### config.mk
export PLATFORM = sky130hd
export DESIGN_NAME = wdg_top
export DESIGN_NICKNAME = d
export VERILOG_FILES = /design/src/rtl/wdg_pkg.sv /design/src/rtl/wdg_cnt_if.sv /design/src/rtl/wdg_counter.sv /design/src/rtl/wdg_top.sv
export SDC_FILE = /design/constraint.sdc
export NUM_CORES = 1
export LEC_CHECK = 0
export BUFFER_PORTS_ARGS = -buffer_cell sky130_fd_sc_hd__buf_2
export CORE_ASPECT_RATIO = 2
export CORE_UTILIZATION = 29
export CTS_CLUSTER_DIAMETER = 80
export DETAILED_ROUTE_END_ITERATION = 10
export PLACE_DENSITY_LB_ADDON = 0.2
export SLEW_MARGIN = 20
export SYNTH_ARGS = -nofsm -noshare
export SYNTH_HDL_FRONTEND = slang
export SYNTH_SLANG_ARGS = --single-unit
### constraint.sdc
create_clock -name sys_clk -period 2.7 [get_ports sys_clk]
set_input_delay 0.54 -clock sys_clk [delete_from_list [all_inputs] [get_ports sys_clk]]
set_output_delay 0.54 -clock sys_clk [all_outputs]
set_load 0.02 [all_outputs]
### src/rtl/wdg_pkg.sv
package wdg_pkg;
    // register offsets on the plain register port
    localparam logic [3:0]  WDG_OFS_CTRL     = 4'h0;
    localparam logic [3:0]  WDG_OFS_UPPER    = 4'h1;
    localparam logic [3:0]  WDG_OFS_HIGH     = 4'h2;
    localparam logic [3:0]  WDG_OFS_LOW      = 4'h3;

    // watchdog_control_status field positions
    localparam int          WDG_BIT_POR      = 7;
    localparam int          WDG_BIT_STOP     = 6;
    localparam int          WDG_BIT_TMO      = 5;
    localparam int          WDG_BIT_EXT      = 4;
    localparam int          WDG_BIT_HALT_DIS = 0;

    // keyed write values
    localparam logic [7:0]  WDG_KEY_FIRST    = 8'h55;
    localparam logic [7:0]  WDG_KEY_SECOND   = 8'haa;
    localparam logic [7:0]  WDG_HALT_OFF     = 8'h81;
    localparam logic [7:0]  WDG_HALT_ON      = 8'h00;

    // reset values
    localparam logic [23:0] WDG_RELOAD_RST   = 24'hffffff;
    localparam logic        WDG_POR_RST      = 1'b1;
    localparam logic        WDG_HALT_DIS_RST = 1'b0;

    // counter landmarks
    localparam logic [23:0] WDG_CNT_NO_REFRESH = 24'h000002;
    localparam logic [23:0] WDG_CNT_LAST       = 24'h000001;
    localparam logic [23:0] WDG_RELOAD_MIN     = 24'h000004;

    // timeout_response_option level that selects the interrupt response
    localparam logic        WDG_RESP_IRQ     = 1'b1;

    // timing: the oscillator must be sampled several times per period
    localparam int          WDG_SYS_CLK_HZ   = 25000000;
    localparam int          WDG_OSC_NOM_HZ   = 10000;
    localparam int          WDG_SYS_PER_OSC  = WDG_SYS_CLK_HZ / WDG_OSC_NOM_HZ;
    localparam int          WDG_MIN_SYS_PER_OSC = 4;

    typedef enum logic [2:0] {
        UNL_IDLE,
        UNL_FIRST,
        UNL_ARMED,
        UNL_UPPER,
        UNL_HIGH
    } wdg_unlock_t;
endpackage

### src/rtl/wdg_cnt_if.sv
`timescale 1ns/10ps
interface wdg_cnt_if;
    logic        tick;
    logic        enable;
    logic        refresh;
    logic [23:0] reload;
    logic [23:0] count;
    logic        running;
    logic        timeout;

    modport core (input tick, enable, refresh, reload, output count, running, timeout);
    modport ctl  (output tick, enable, refresh, reload, input count, running, timeout);
endinterface

### src/rtl/wdg_counter.sv
`timescale 1ns/10ps
module wdg_counter
    import wdg_pkg::*;
(
    input wire logic   sys_clk,
    input wire logic   rst_n,
    wdg_cnt_if.core    cnt
);
    logic [23:0] count_q;
    logic [23:0] count_d;
    logic        running_q;
    logic        timeout_q;
    logic        start;
    logic        reload_ok;
    logic        expire;

    assign start     = cnt.tick & cnt.enable & ~running_q;
    // refresh is refused from 000002h downward: the time-out is committed
    assign reload_ok = cnt.tick & running_q & cnt.refresh & (count_q > WDG_CNT_NO_REFRESH);
    assign expire    = cnt.tick & running_q & ~reload_ok & (count_q == WDG_CNT_LAST);
    // plain decrement: after 000000h it wraps to all ones, no reload
    assign count_d   = (start | reload_ok) ? cnt.reload :
                       (cnt.tick & running_q) ? count_q - 24'h000001 : count_q;

    always_ff @(posedge sys_clk or negedge rst_n) begin
        if (!rst_n) begin
            count_q   <= WDG_RELOAD_RST;
            running_q <= 1'b0;
            timeout_q <= 1'b0;
        end else begin
            count_q   <= count_d;
            running_q <= running_q | start;
            timeout_q <= expire;
        end
    end

    assign cnt.count   = count_q;
    assign cnt.running = running_q;
    assign cnt.timeout = timeout_q;
endmodule

### src/rtl/wdg_top.sv
`timescale 1ns/10ps
module wdg_top
    import wdg_pkg::*;
(
    input  wire logic       sys_clk,
    input  wire logic       rst_n,
    input  wire logic [3:0] reg_addr,
    input  wire logic [7:0] reg_wdata,
    input  wire logic       reg_wr,
    input  wire logic       reg_rd,
    output logic      [7:0] reg_rdata,
    input  wire logic       rc_osc,
    input  wire logic       refresh_instr,
    input  wire logic       always_on_option,
    input  wire logic       timeout_response_option,
    input  wire logic       debug_mode,
    input  wire logic       halt_mode,
    input  wire logic       ext_reset_event,
    input  wire logic       pin_recovery_event,
    output logic            osc_run,
    output logic            wdg_irq,
    output logic            wdg_reset_req,
    output logic            halt_recovery
);
    // the edge detector needs several samples per oscillator period
    if (WDG_SYS_PER_OSC < WDG_MIN_SYS_PER_OSC) begin : g_rate_check
        $error("system clock too slow to sample the RC oscillator");
    end

    wdg_cnt_if cnt ();

    // oscillator pin synchroniser; osc_s2_q and osc_s3_q feed the edge detector
    logic        osc_s1_q;
    logic        osc_s2_q;
    logic        osc_s3_q;
    logic        osc_edge;
    logic        halt_gate;

    always_ff @(posedge sys_clk or negedge rst_n) begin
        if (!rst_n) begin
            // reset high: a pin already high at release makes no false edge
            osc_s1_q <= 1'b1;
            osc_s2_q <= 1'b1;
            osc_s3_q <= 1'b1;
        end else begin
            osc_s1_q <= rc_osc;
            osc_s2_q <= osc_s1_q;
            osc_s3_q <= osc_s2_q;
        end
    end

    logic halt_dis_q;
    logic halt_dis_d;

    assign osc_edge  = osc_s2_q & ~osc_s3_q;
    // halt-disable only matters while halted
    assign halt_gate = halt_mode & halt_dis_q;
    assign osc_run   = ~halt_gate;
    assign cnt.tick  = osc_edge & ~halt_gate;

    // enable: once on, never off
    logic en_q;

    always_ff @(posedge sys_clk or negedge rst_n) begin
        if (!rst_n) en_q <= 1'b0;
        else        en_q <= en_q | refresh_instr | always_on_option;
    end
    assign cnt.enable = en_q;

    // refresh held until the next oscillator edge consumes it, so none is lost
    logic refresh_evt;
    logic pend_q;
    logic pend_d;

    assign refresh_evt = refresh_instr | debug_mode;
    assign pend_d      = refresh_evt | (pend_q & ~cnt.tick);
    always_ff @(posedge sys_clk or negedge rst_n) begin
        if (!rst_n) pend_q <= 1'b0;
        else        pend_q <= pend_d;
    end
    assign cnt.refresh = pend_q | refresh_evt;

    // keyed-write state machine
    wdg_unlock_t unl_q;
    wdg_unlock_t unl_d;
    logic        wr_ctrl;
    logic        wr_upper;
    logic        wr_high;
    logic        wr_low;
    logic        ld_upper;
    logic        ld_high;
    logic        ld_low;
    logic        ld_halt;

    assign wr_ctrl  = reg_wr & (reg_addr == WDG_OFS_CTRL);
    assign wr_upper = reg_wr & (reg_addr == WDG_OFS_UPPER);
    assign wr_high  = reg_wr & (reg_addr == WDG_OFS_HIGH);
    assign wr_low   = reg_wr & (reg_addr == WDG_OFS_LOW);
    assign ld_upper = wr_upper & (unl_q == UNL_ARMED);
    assign ld_high  = wr_high & (unl_q == UNL_UPPER);
    assign ld_low   = wr_low & (unl_q == UNL_HIGH);
    assign ld_halt  = wr_ctrl & (unl_q == UNL_ARMED) &
                      ((reg_wdata == WDG_HALT_OFF) | (reg_wdata == WDG_HALT_ON));
    assign halt_dis_d = ld_halt ? (reg_wdata == WDG_HALT_OFF) : halt_dis_q;

    always_comb begin
        unl_d = unl_q;
        if (reg_wr) begin
            // any write that does not continue the sequence drops it
            unl_d = UNL_IDLE;
            unique case (unl_q)
                UNL_IDLE: begin
                    if (wr_ctrl && reg_wdata == WDG_KEY_FIRST) unl_d = UNL_FIRST;
                end
                UNL_FIRST: begin
                    if (wr_ctrl && reg_wdata == WDG_KEY_SECOND) unl_d = UNL_ARMED;
                end
                UNL_ARMED: begin
                    if (ld_upper) unl_d = UNL_UPPER;
                end
                UNL_UPPER: begin
                    if (ld_high) unl_d = UNL_HIGH;
                end
                UNL_HIGH: begin
                    unl_d = UNL_IDLE;
                end
            endcase
        end
    end

    logic [23:0] reload_q;
    logic [23:0] reload_d;

    assign reload_d = {ld_upper ? reg_wdata : reload_q[23:16],
                       ld_high  ? reg_wdata : reload_q[15:8],
                       ld_low   ? reg_wdata : reload_q[7:0]};

    always_ff @(posedge sys_clk or negedge rst_n) begin
        if (!rst_n) begin
            unl_q      <= UNL_IDLE;
            reload_q   <= WDG_RELOAD_RST;
            halt_dis_q <= WDG_HALT_DIS_RST;
        end else begin
            unl_q      <= unl_d;
            reload_q   <= reload_d;
            halt_dis_q <= halt_dis_d;
        end
    end
    assign cnt.reload = reload_q;

    wdg_counter u_counter (
        .sys_clk (sys_clk),
        .rst_n   (rst_n),
        .cnt     (cnt)
    );

    // time-out response, already on sys_clk
    logic tmo;
    logic irq_mode;
    logic irq_q;
    logic rst_req_q;
    logic recov_q;

    assign tmo      = cnt.timeout;
    assign irq_mode = (timeout_response_option == WDG_RESP_IRQ);

    always_ff @(posedge sys_clk or negedge rst_n) begin
        if (!rst_n) begin
            irq_q     <= 1'b0;
            rst_req_q <= 1'b0;
            recov_q   <= 1'b0;
        end else begin
            irq_q     <= tmo & irq_mode;
            rst_req_q <= tmo & ~irq_mode & ~halt_mode;
            recov_q   <= tmo & halt_mode;
        end
    end
    assign wdg_irq       = irq_q;
    assign wdg_reset_req = rst_req_q;
    assign halt_recovery = recov_q;

    // status flags: a set in the same cycle as a clear wins
    logic rd_ctrl;
    logic stop_evt;
    logic por_q;
    logic stop_q;
    logic tmo_q;
    logic ext_q;
    logic por_d;
    logic stop_d;
    logic tmo_d;
    logic ext_d;

    assign rd_ctrl  = reg_rd & (reg_addr == WDG_OFS_CTRL);
    assign stop_evt = (tmo & halt_mode) | pin_recovery_event;
    assign por_d    = por_q & ~(tmo | stop_evt | rd_ctrl);
    assign stop_d   = stop_evt | (stop_q & ~(rd_ctrl | (tmo & ~halt_mode)));
    assign tmo_d    = tmo | (tmo_q & ~(rd_ctrl | pin_recovery_event));
    assign ext_d    = ext_reset_event | (ext_q & ~(rd_ctrl | pin_recovery_event));

    always_ff @(posedge sys_clk or negedge rst_n) begin
        if (!rst_n) begin
            por_q  <= WDG_POR_RST;
            stop_q <= 1'b0;
            tmo_q  <= 1'b0;
            ext_q  <= 1'b0;
        end else begin
            por_q  <= por_d;
            stop_q <= stop_d;
            tmo_q  <= tmo_d;
            ext_q  <= ext_d;
        end
    end

    // read path: one cycle latency, unmapped offsets read zero
    logic [7:0] ctrl_view;
    logic [7:0] rdata_d;
    logic [7:0] rdata_q;

    always_comb begin
        ctrl_view                   = 8'h00;
        ctrl_view[WDG_BIT_POR]      = por_q;
        ctrl_view[WDG_BIT_STOP]     = stop_q;
        ctrl_view[WDG_BIT_TMO]      = tmo_q;
        ctrl_view[WDG_BIT_EXT]      = ext_q;
        ctrl_view[WDG_BIT_HALT_DIS] = halt_dis_q;
    end

    assign rdata_d = !reg_rd                       ? 8'h00 :
                     (reg_addr == WDG_OFS_CTRL)    ? ctrl_view :
                     (reg_addr == WDG_OFS_UPPER)   ? cnt.count[23:16] :
                     (reg_addr == WDG_OFS_HIGH)    ? cnt.count[15:8] :
                     (reg_addr == WDG_OFS_LOW)     ? cnt.count[7:0] : 8'h00;

    always_ff @(posedge sys_clk or negedge rst_n) begin
        if (!rst_n) rdata_q <= 8'h00;
        else        rdata_q <= rdata_d;
    end
    assign reg_rdata = rdata_q;
endmodule

**After elaboration in Yosys (flattened, before gate mapping)**

Cells that the tools add are included.

- Add/sub/neg operators: 1
- $lt $le $gt $ge: 1
- Equal/unequal tests: 11
- Multiplexer cells: 12
- Bitwise gates (word level): 56
- Reduce and logical (&&, ||, !) cells: 6

Operators by type and width:

| operator | number |
|---|---|
| $mux W24 | 2 |
| $mux W8 | 5 |
| $and A1 B1 Y1 | 30 |
| $eq A24 B1 Y1 const B | 1 |
| $gt A24 B2 Y1 const B | 1 |
| $sub A24 B1 Y24 const B | 1 |
| $eq A8 B8 Y1 const B | 2 |
| $or A1 B1 Y1 | 16 |
| $pmux W3 S5 | 1 |
| $not A1 Y1 | 10 |
| $eq A4 B2 Y1 const B | 2 |
| $eq A8 B7 Y1 const B | 1 |
| $logic_not A8 Y1 | 1 |
| $eq A3 B2 Y1 const B | 2 |
| $eq A4 B1 Y1 const B | 1 |
| $logic_not A4 Y1 | 1 |
| $mux W2 | 2 |
| $eq A3 B1 Y1 const B | 1 |
| $eq A3 B3 Y1 const B | 1 |
| $logic_not A3 Y1 | 1 |
| $mux W3 | 1 |
| $logic_and A1 B1 Y1 | 2 |
| $reduce_bool A2 Y1 | 1 |
| $mux W1 | 1 |

- Flip-flop bits (word level): 74
- Bits of input ports: 24
- Output and inout port bits: 12
- Logic and storage cells: 108

**Longest topological paths before layout**

Gate-level depths: netlist of the first run.

- Depth in word-level cells: 9
- Mapped depth: 8
- Depth with buffers taken out: 7

**Modules after synthesis**

A second synthesis of the first run with hierarchy kept.

- Cell total of the unflattened synthesis: 351
- Area total of the unflattened synthesis: 3832.4 µm²

By module, submodules not included:

| module | instances | cells each | area each (µm²) | sequential area each (µm²) |
|---|---|---|---|---|
| wdg_top | 1 | 162 | 2109.5 | 1236.2 |
| wdg_counter | 1 | 189 | 1722.9 | 680.7 |

**Worst setup path after synthesis of the first run**

No wires, ideal clock.

- Path type: register to register
- From: register u_counter.count_q[19] (netlist: u_counter.cnt.count[19])
- To: register u_counter.count_q[17] (netlist: u_counter.cnt.count[17])
- Library setup time: 81 ps
- Arrival time: 2093 ps
- Data required time: 2619 ps
- Setup slack: 525 ps
- Stages on the path, launching flop included: 8
- Path buffers: 1
- Clock period less this slack: 2175 ps
- Cells stage by stage: dfstp_2 > or4_1 > buf_2 > nor4_4 > and4b_4 > o22ai_2 > or4_1 > o211ai_1

- Cells in the longest elaborated chain, start to end: 4
- Elaborated cells between the ends (all ways): 5
- Classes of those cells: order compare (1); mux (1); bitwise (2); reduce/logical (1)

RTL lines:

| element | line | text |
|---|---|---|
| start, declared | wdg_counter.sv:9 | `logic [23:0] count_q;` |
| start signal, assigned | wdg_counter.sv:31 | `count_q <= count_d;` |
| $gt A24 B2 Y1 (*) | wdg_counter.sv:19 | `assign reload_ok = cnt.tick & running_q & cnt.refresh & (count_q > WDG_CNT_NO_REFRESH);` |
| $and A1 B1 Y1 (*) | wdg_counter.sv:19 |  |
| $or A1 B1 Y1 (*) | wdg_counter.sv:22 | `assign count_d = (start \| reload_ok) ? cnt.reload :` |
| $mux W24 / $reduce_bool A2 Y1 (equally long branches) | -- |  |

Mark *: on every way between the ends. The rest lies on a longest branch, timed or not.
A chain may end at the register's enable or synchronous reset.

**Worst setup path after layout of the first run**

Same ends and word-level chain as after synthesis.

==> results of run 1 <==
## power groups by stage
stage	sequential (mW)	combinational, mW	clock (mW)
global placement	1.41	0.435	0
CTS	1.39	0.441	1.49
finish	1.40	0.436	1.46
global route	1.41	0.485	1.52
floorplan	1.36	0.274	0
detailed placement	1.41	0.439	0
## registers in the layout (all words and copies together) (netlist names)
signal                 cells
wdg_irq                    1
pend_q                     1
osc_s3_q                   1
halt_dis_q                 1
ext_q                      1
u_counter.cnt.count       24
osc_s2_q                   1
stop_q                     1
u_counter.cnt.running      1
cnt.reload                24
unl_q                      3
osc_s1_q                   1
tmo_q                      1
cnt.enable                 1
wdg_reset_req              1
halt_recovery              1
u_counter.cnt.timeout      1
reg_rdata                  8
por_q                      1
## area by class of cell
type,instances,area share
well taps,150,0.04107
clock inverters,5,0.02820
flip-flops and latches,74,0.4195
inverters,14,0.01150
multi-input cells,250,0.3809
clock buffers,11,0.05093
repair buffers,51,0.06791
## cells by family after synthesis
family | Yosys count | share of synthesized area
adder cells (fa/ha/maj) | 3 | 0.009928
AO/OA/AOI/OAI | 81 | 0.1516
XOR/XNOR | 1 | 0.002317
flip-flops | 74 | 0.5069
AND/OR/NAND/NOR | 124 | 0.1800
multiplexers | 41 | 0.1165
buffers and inverters | 30 | 0.03276
## stage by stage
stage,cell area [sq um],setup WS [ns],power (mW),utilization
after floorplan,3781,0.5251,1.639,-
after global placement,4208,0.3552,1.842,0.3332
after detailed placement,4208,0.3002,1.848,0.3332
after CTS,4569,0.2895,3.327,0.3619
after global routing,4569,0.1249,3.420,0.3619
final,4569,0.2962,3.288,0.3619
## worst register-to-register path, cell delays in order (launching register included)
cell and delay, ns:
dfstp_2 0.37, or4_1 0.68, nor4_4 0.21, and4b_4 0.30
o22ai_2 0.13, or4_1 0.52, o211ai_1 0.12
## layout by cell type, fill, tap and decap left out, types with 3 or more instances in the layout
cell type  count
or4_1          7
clkbuf_16      9
o21ai_0       14
dfstp_2       52
a211oi_1       3
inv_1         14
a22oi_1        8
mux2_2        24
and2_1         8
ha_1           3
buf_2         34
nor3_1        10
bufinv_16      4
or3_1          4
nand3_1       18
o211ai_1       3
buf_4         16
nand2_1       28
nand4_1        5
dfrtp_1       22
a21oi_1       18
a2bb2oi_1      8
nor4_1         5
nor2_1        20
mux2i_1       17
and3_1         6
nand3b_1       3
## routing by layer
layer | GRT usage | vias to the layer above | part of all wire
li1 | - | 1409 | -
met1 | 0.1778 | 1488 | 0.35
met2 | 0.3193 | 75 | 0.56
met3 | 0.02793 | 33 | 0.029
met4 | 0.1324 | 0 | 0.065
met5 | 0 | - | 0
## final timing paths
check                           cells past startpoint                                   to                                 from  slack, ns
worst max-delay path                                6  u_counter.cnt.count[17]$_DFFE_PN1P_  u_counter.cnt.count[19]$_DFFE_PN1P_       0.30
worst min-delay path                                1                   osc_s1_q$_DFF_PN1_                               rc_osc       0.31
worst max register to register                      6  u_counter.cnt.count[17]$_DFFE_PN1P_  u_counter.cnt.count[19]$_DFFE_PN1P_       0.30
worst min register to register                      0                   osc_s2_q$_DFF_PN1_                   osc_s1_q$_DFF_PN1_       0.36
max in group asynchronous                           2           cnt.reload[22]$_DFFE_PN1P_                                rst_n       1.68
min in group asynchronous                           1               reg_rdata[2]$_DFF_PN0_                                rst_n       0.33
==> impl_metrics.csv, run 1 <==
group,metric,value,unit
critical_path,max_stage_delay,0.68,ns
critical_path,cpMaxStageDelayCell,"or4_1",
logic_synthesis,avgSynthCellArea,10.68,sq um
layout,register_area,1917,sq um
routing,drt-total-wl,11030,um
layout,multi_input_area,1740,sq um
sta,period_minus_slack,2.404,ns
logic_synthesis,ys_top_cells_by_count,"52 x dfstp_2, 28 x nand2_1, 24 x mux2_2, 22 x dfrtp_1, 20 x nor2_1",
floorplanning,io_pins,36,
logic_synthesis,ys_seq_area_frac,0.5069,
logic_synthesis,ys.flop_type,"dfstp_2",
critical_path,crit_fanout,7,
floorplanning,start_util,0.2994,
floorplanning,dieWidth,82.74,um
critical_path,cp_top_family,"simple AND/OR/NAND/NOR gates",
critical_path,start_kind,"flop",
routing,via_count,3005,
sta,tns,0,ns
place,portBuffers,35,
power,swShare,0.2601,
sta,fmax,0.4160,GHz
logic_synthesis,synth_edf_count,0,
cts,cts_max_level,3,
critical_path,critPathKind,"reg2reg",
power,seqPwrFrac,0.425,
logic_synthesis,syn-cell-area,3781,sq um
layout,fill_cells,1293,
logic_synthesis,yosys.area.top_type,"dfstp_2",
hold_path,hold_path.class,"in2reg",
power,p_leak,1.887,nW
grt,grt_pass1_wl,17130,um
logic_synthesis,synth_most_common_cell,"dfstp_2",
sta,fin_skew,0.009371,ns
cts,clock_sinks,74,
critical_path,path_cells,"or4_1 > nor4_4 > and4b_4 > o22ai_2 > or4_1 > o211ai_1",
critical_path,worstPathRequired,2.95,ns
logic_synthesis,syn-num-nets,381,
routing,wl_per_cell,19.88,um
sta,finalHoldViolations,0,
power,power.switching,0.8552,mW
cts,clockBufferDepth,2,
cts,cts_hold_buf,0,
run,maxCapViolCount,0,
routing,ant_nets,0,
critical_path,cp-end-kind,"flop",
cts,post_cts_resized,0,
sta,rsz0062_at_grt,"no",
logic_synthesis,ys_types,55,
critical_path,cp_num_buf_inv,0,
sta,slew_headroom,0.4432,
layout,drive_gt1_frac,0.3728,
routing,remaining_drc_errors,0,
routing,viasPerCell,5.414,
place,dp_hpwl,8474,um
layout,area_growth,20.85,%
layout,nets,427,
routing,initialDrtViolationCount,192,
cts,cts_buffers,9,
place,place_congestion,0.8811,
sta,final_max_slew_viol_count,0,
power,p_comb_frac,0.133,
place,dp_cells,539,
cts,cts_setup_buffers,0,
critical_path,crit_arrival,2.66,ns
logic_synthesis,synthCells,354,
grt,track_usage,0.1790,
grt,antenna_found_initial,0,
floorplanning,fp.dieArea,13530,sq um
power,ir_worst_vdd,364.1,uV
cts,insertion_delay,0.34,ns
cts,cts_tree,"done",
power,clock_power_share,0.443,
power,powerDensity,719.6,nW/um^2
logic_synthesis,ys_warn_count,0,
floorplanning,fp-row-count,58,
grt,grt_max_degree,65,
grt,grt_overflow,0,
sta,setup_viol,0,
run_status,status,"finished clean",
sta,worstMarginPinSlew,0.8352,ns
cts,cts-root-buf,"clkbuf_16",
sta,final.period_utilization,0.8903,
sta,whs,0.3083,ns
cts,path_clk_slew,0.06,ns
logic_synthesis,ys_async_sr_fraction,1.000,
floorplanning,die-height,163.5,um
layout,antenna_cells,0,
floorplanning,core,12630,sq um
layout,stdcell_count,555,
power,p_int,2.433,mW
routing,drt-pass1-iter-count,4,
critical_path,cp_common_cell,"or4_1",
logic_synthesis,synth_seq_cells,74,
logic_synthesis,yosys-top-cells-area,"dfstp_2 36%, dfrtp_1 15%, mux2_2 7.1%",
logic_synthesis,synth_top_area_share,0.3614,
grt,first_global_vias,3104,
Power figures use the tool's default switching activity.
==> run 2: changes to the inputs <==
--- a/config.mk
+++ b/config.mk
@@ -6,6 +6,8 @@
 export NUM_CORES = 1
 export LEC_CHECK = 0
 export BUFFER_PORTS_ARGS = -buffer_cell sky130_fd_sc_hd__buf_2
+export CELL_PAD_IN_SITES_DETAIL_PLACEMENT = 0
+export CELL_PAD_IN_SITES_GLOBAL_PLACEMENT = 2
 export CORE_ASPECT_RATIO = 2
 export CORE_UTILIZATION = 29
 export CTS_CLUSTER_DIAMETER = 80
==> constraint.sdc (replaced) <==
create_clock -name sys_clk -period 3 [get_ports sys_clk]
set_input_delay 0.6 -clock sys_clk [delete_from_list [all_inputs] [get_ports sys_clk]]
set_output_delay 0.6 -clock sys_clk [all_outputs]
set_load 0.02 [all_outputs]
==> impl_metrics.csv, run 2 (synthesis gave the netlist of run 1 again) <==
group,metric,value,unit
critical_path,path_cells,"or4_1 > nor4_4 > and4b_4 > o22ai_2 > buf_4 > and3_1 > a211o_1",
floorplanning,dieWidth,82.74,um
grt,track_usage,0.1857,
cts,cts_buffers,9,
grt,grt_max_degree,75,
cts,cts_tree,"done",
place,place_congestion,0.8291,
layout,area_growth,17.74,%
sta,tns,0,ns
power,swShare,0.2933,
sta,finalHoldViolations,0,
cts,cts_max_level,3,
sta,fmax,0.3978,GHz
sta,slew_headroom,0.3568,
routing,wl_per_cell,20.93,um
critical_path,critPathKind,"reg2reg",
critical_path,cp-end-kind,"flop",
sta,fin_skew,0.006252,ns
floorplanning,core,12630,sq um
critical_path,cp_num_buf_inv,1,
grt,grt_overflow,0,
layout,register_area,1917,sq um
run_status,status,"finished clean",
floorplanning,io_pins,36,
cts,cts-root-buf,"clkbuf_16",
sta,rsz0062_at_grt,"no",
place,dp_hpwl,8695,um
routing,drt-pass1-iter-count,4,
critical_path,cp_top_family,"simple AND/OR/NAND/NOR gates",
layout,fill_cells,1327,
routing,viasPerCell,5.339,
power,powerDensity,620.7,nW/um^2
power,power.switching,0.8105,mW
power,p_leak,1.816,nW
place,portBuffers,35,
cts,cts_hold_buf,0,
sta,final.period_utilization,0.8380,
power,p_int,1.953,mW
grt,first_global_vias,3071,
critical_path,crit_fanout,16,
layout,drive_gt1_frac,0.3668,
sta,setup_viol,0,
routing,drt-total-wl,11470,um
routing,initialDrtViolationCount,192,
critical_path,cpMaxStageDelayCell,"or4_1",
grt,antenna_found_initial,0,
layout,stdcell_count,548,
cts,insertion_delay,0.34,ns
layout,layout_common_cells,"52 x dfstp_2, 34 x buf_2, 28 x nand2_1",
routing,remaining_drc_errors,0,
cts,clockBufferDepth,2,
power,seqPwrFrac,0.454,
floorplanning,fp-row-count,58,
power,p_comb_frac,0.145,
place,dpl-instance-area,4146,sq um
routing,via_count,2926,
sta,final_max_slew_viol_count,0,
layout,nets,420,
sta,period_minus_slack,2.514,ns
hold_path,hold_path.class,"reg2reg",
run,maxCapViolCount,0,
floorplanning,die-height,163.5,um
critical_path,max_stage_delay,0.68,ns
critical_path,crit_arrival,2.78,ns
routing,ant_nets,0,
cts,cts_setup_buffers,0,
floorplanning,fp.dieArea,13530,sq um
cts,path_clk_slew,0.06,ns
cts,clock_sinks,74,
sta,worstMarginPinSlew,0.9648,ns
layout,stdcell_area,4452,sq um
place,dp_cells,532,
critical_path,start_kind,"flop",
critical_path,worstPathRequired,3.27,ns
power,ir_worst_vdd,284.0,uV
layout,utilization,0.3526,
layout,multi_input_area,1744,sq um
layout,layout_commonest_cell,"dfstp_2",
grt,grt_pass1_wl,17710,um
layout,antenna_cells,0,
power,clock_power_share,0.401,
floorplanning,start_util,0.2994,
cts,post_cts_resized,0,
==> run 2: changes by cell type in the layout (fill, tap and decap cells not counted), sizes merged <==
cell,before,now
inv,14,15
bufinv,4,1
clkinvlp,0,2
buf,51,44
==> run 2: worst reg2reg max path, stage by stage, from the launching register on <==
cell and delay, ns:
dfstp_2 0.38, or4_1 0.68, nor4_4 0.23, and4b_4 0.30, o22ai_2 0.16, buf_4 0.27
and3_1 0.20, a211o_1 0.22
==> run 2: path summary, 6_finish.rpt <==
check / slack, ns / start / to / cells past startpoint
worst max-delay path: 0.49 / u_counter.cnt.count[19]$_DFFE_PN1P_ / u_counter.cnt.count[9]$_DFFE_PN1P_ / 7
worst min-delay path: 0.36 / osc_s1_q$_DFF_PN1_ / osc_s2_q$_DFF_PN1_ / 0
worst max register to register: 0.49 / u_counter.cnt.count[19]$_DFFE_PN1P_ / u_counter.cnt.count[9]$_DFFE_PN1P_ / 7
worst min register to register: 0.36 / osc_s1_q$_DFF_PN1_ / osc_s2_q$_DFF_PN1_ / 0
max in group asynchronous: 1.97 / rst_n / unl_q[2]$_DFFE_PN0P_ / 1
min in group asynchronous: 0.43 / rst_n / u_counter.cnt.timeout$_DFF_PN0_ / 1
==> run 2: layer usage <==
metal | part of all wire | up-vias | wire length (um) | track usage
met2 | 0.55 | 51 | 6349 | 0.3338
met5 | 0 | - | 0 | 0
li1 | - | 1398 | - | -
met4 | 0.040 | 0 | 456 | 0.09248
met1 | 0.38 | 1456 | 4395 | 0.1980
met3 | 0.024 | 21 | 271 | 0.03520
==> run 2: metrics by stage <==
stage	setup slack [ns]	power [mW]	hold WS [ns]
after CTS	0.4882	2.794	0.3558
after global placement	0.4733	1.676	0.3510
final	0.4859	2.763	0.3575
after detailed placement	0.5026	1.676	0.3481
after floorplan	0.8251	1.475	0.3044
after global routing	0.3148	2.889	0.3542
==> run 2: cell type report <==
| type | instances | share of cell area |
|---|---|---|
| Sequential cell | 74 | 0.4306 |
| Multi-Input combinational cell | 250 | 0.3918 |
| Timing Repair Buffer | 44 | 0.05509 |
| Clock buffer | 11 | 0.05453 |
| Tap cell | 150 | 0.04216 |
| Clock inverter | 5 | 0.01405 |
| Inverter | 14 | 0.01180 |
==> run 2: power by group through the flow <==
stage | Sequential (mW) | Combinational, mW | Clock (mW)
6_report | 1.25 | 0.401 | 1.11
5_1_grt | 1.27 | 0.448 | 1.17
3_3_place_gp | 1.27 | 0.407 | 0
3_5_place_dp | 1.27 | 0.406 | 0
2_1_floorplan | 1.23 | 0.247 | 0
4_1_cts | 1.25 | 0.408 | 1.13
==> run 3: changes to the inputs <==
==> constraint.sdc (replaced) <==
create_clock -name sys_clk -period 2 [get_ports sys_clk]
set_input_delay 0.4 -clock sys_clk [delete_from_list [all_inputs] [get_ports sys_clk]]
set_output_delay 0.4 -clock sys_clk [all_outputs]
set_load 0.02 [all_outputs]
==> impl_metrics.csv, run 3 (synthesis gave the netlist of run 1 again) <==
group,metric,value,unit
critical_path,crit_arrival,2.42,ns
sta,setup_viol,24,
layout,stdcell_count,616,
cts,clock_sinks,74,
sta,worstMarginPinSlew,0.5402,ns
cts,insertion_delay,0.33,ns
floorplanning,fp.dieArea,13530,sq um
routing,drt-pass1-iter-count,8,
layout,drive_gt1_frac,0.4871,
place,pre_cts_slack,-0.2569,ns
layout,layout_common_cells,"70 x buf_4, 52 x dfstp_2, 34 x buf_2",
layout,layout_commonest_cell,"buf_4",
routing,wl_per_cell,20.35,um
sta,rsz0062_at_grt,"yes",
cts,cts-root-buf,"clkbuf_16",
layout,utilization,0.4070,
layout,nets,488,
layout,fill_cells,1277,
critical_path,critPathKind,"reg2reg",
routing,viasPerCell,5.336,
grt,grt_overflow,0,
routing,ant_nets,0,
power,power,4.553,mW
floorplanning,start_util,0.2994,
cts,cts_tree,"done",
critical_path,worstPathRequired,2.25,ns
routing,initialDrtViolationCount,132,
sta,fin_skew,0.01065,ns
cts,cts_max_level,3,
routing,remaining_drc_errors,0,
hold_path,hold_path.class,"in2reg",
sta,whs,0.1664,ns
sta,period_minus_slack,2.175,ns
run_status,failed_checks,"negative setup slack",
place,dpl-instance-area,4681,sq um
sta,finalHoldViolations,0,
critical_path,start_kind,"flop",
sta,slew_headroom,0.6399,
floorplanning,core,12630,sq um
sta,final_max_slew_viol_count,0,
routing,drt-total-wl,12540,um
cts,clockBufferDepth,2,
layout,antenna_cells,0,
layout,area_growth,35.90,%
grt,grt_pass1_wl,19440,um
grt,grt_max_degree,39,
sta,tns,-2.541,ns
power,powerDensity,886.0,nW/um^2
power,ir_worst_vdd,432.9,uV
grt,first_global_vias,3484,
place,dp_cells,594,
run_status,status,"finished with violations",
sta,fmax,0.4598,GHz
floorplanning,fp-row-count,58,
cts,path_clk_slew,0.06,ns
floorplanning,die-height,163.5,um
sta,final.period_utilization,1.088,
floorplanning,io_pins,36,
place,place_congestion,0.8340,
place,dp_hpwl,9935,um
routing,via_count,3287,
critical_path,cp-end-kind,"flop",
place,portBuffers,35,
grt,track_usage,0.2037,
layout,stdcell_area,5139,sq um
cts,cts_hold_buf,0,
floorplanning,dieWidth,82.74,um
layout,multi_input_area,1841,sq um
grt,antenna_found_initial,0,
run,maxCapViolCount,0,
cts,cts_buffers,9,
layout,register_area,1917,sq um
power,p_leak,2.206,nW
critical_path,crit_fanout,4,
sta,worst_slack,-0.1751,ns
-- run 3: layer usage --
metal  share of wire  vias up  GRT usage
met2            0.53       87     0.3599
li1                -     1534          -
met1            0.36     1627     0.2038
met3           0.030       39    0.03743
met5               0        -          0
met4           0.085        0     0.1466
-- run 3: path summary, 6_finish.rpt --
path	startpoint	end	slack, ns	cells past startpoint
setup / recovery	u_counter.cnt.count[19]$_DFFE_PN1P_	u_counter.cnt.count[17]$_DFFE_PN1P_	-0.18	6
hold / removal	rc_osc	osc_s1_q$_DFF_PN1_	0.17	1
setup reg to reg	u_counter.cnt.count[19]$_DFFE_PN1P_	u_counter.cnt.count[17]$_DFFE_PN1P_	-0.18	6
hold reg to reg	osc_s1_q$_DFF_PN1_	osc_s2_q$_DFF_PN1_	0.36	0
max in group asynchronous	rst_n	u_counter.cnt.count[17]$_DFFE_PN1P_	1.26	2
min in group asynchronous	rst_n	u_counter.cnt.count[21]$_DFFE_PN1P_	0.36	1
-- run 3: area by class of cell --
class | instances | share of cell area
Multi-Input combinational cell | 250 | 0.3582
Clock inverter | 5 | 0.01534
Inverter | 14 | 0.01023
Clock buffer | 11 | 0.04529
Tap cell | 150 | 0.03652
Sequential cell | 74 | 0.3730
Timing Repair Buffer | 112 | 0.1614
-- run 3: timing repair --
item | 4_1_cts | 5_1_grt
endpoints found under the setup margin | 24 | 24
resized for setup | 14 | 8
setup buffers | 5 | 1
cloned | 0 | 0
pin swaps | 4 | 1
-- run 3: report_power, final --
part	total (mW)	switching (mW)	leakage, nW	internal, mW
Combinational	1.04	0.561	1.23	0.478
Clock	1.71	0.617	0.153	1.09
Sequential	1.81	0.109	0.823	1.70
-- run 3: critical path: stages (launching register included) --
cell      delay (ns)
dfstp_2         0.36
or4_4           0.55
nor4_4          0.18
and4b_4         0.31
o22ai_4         0.10
or4_1           0.49
o211ai_1        0.11
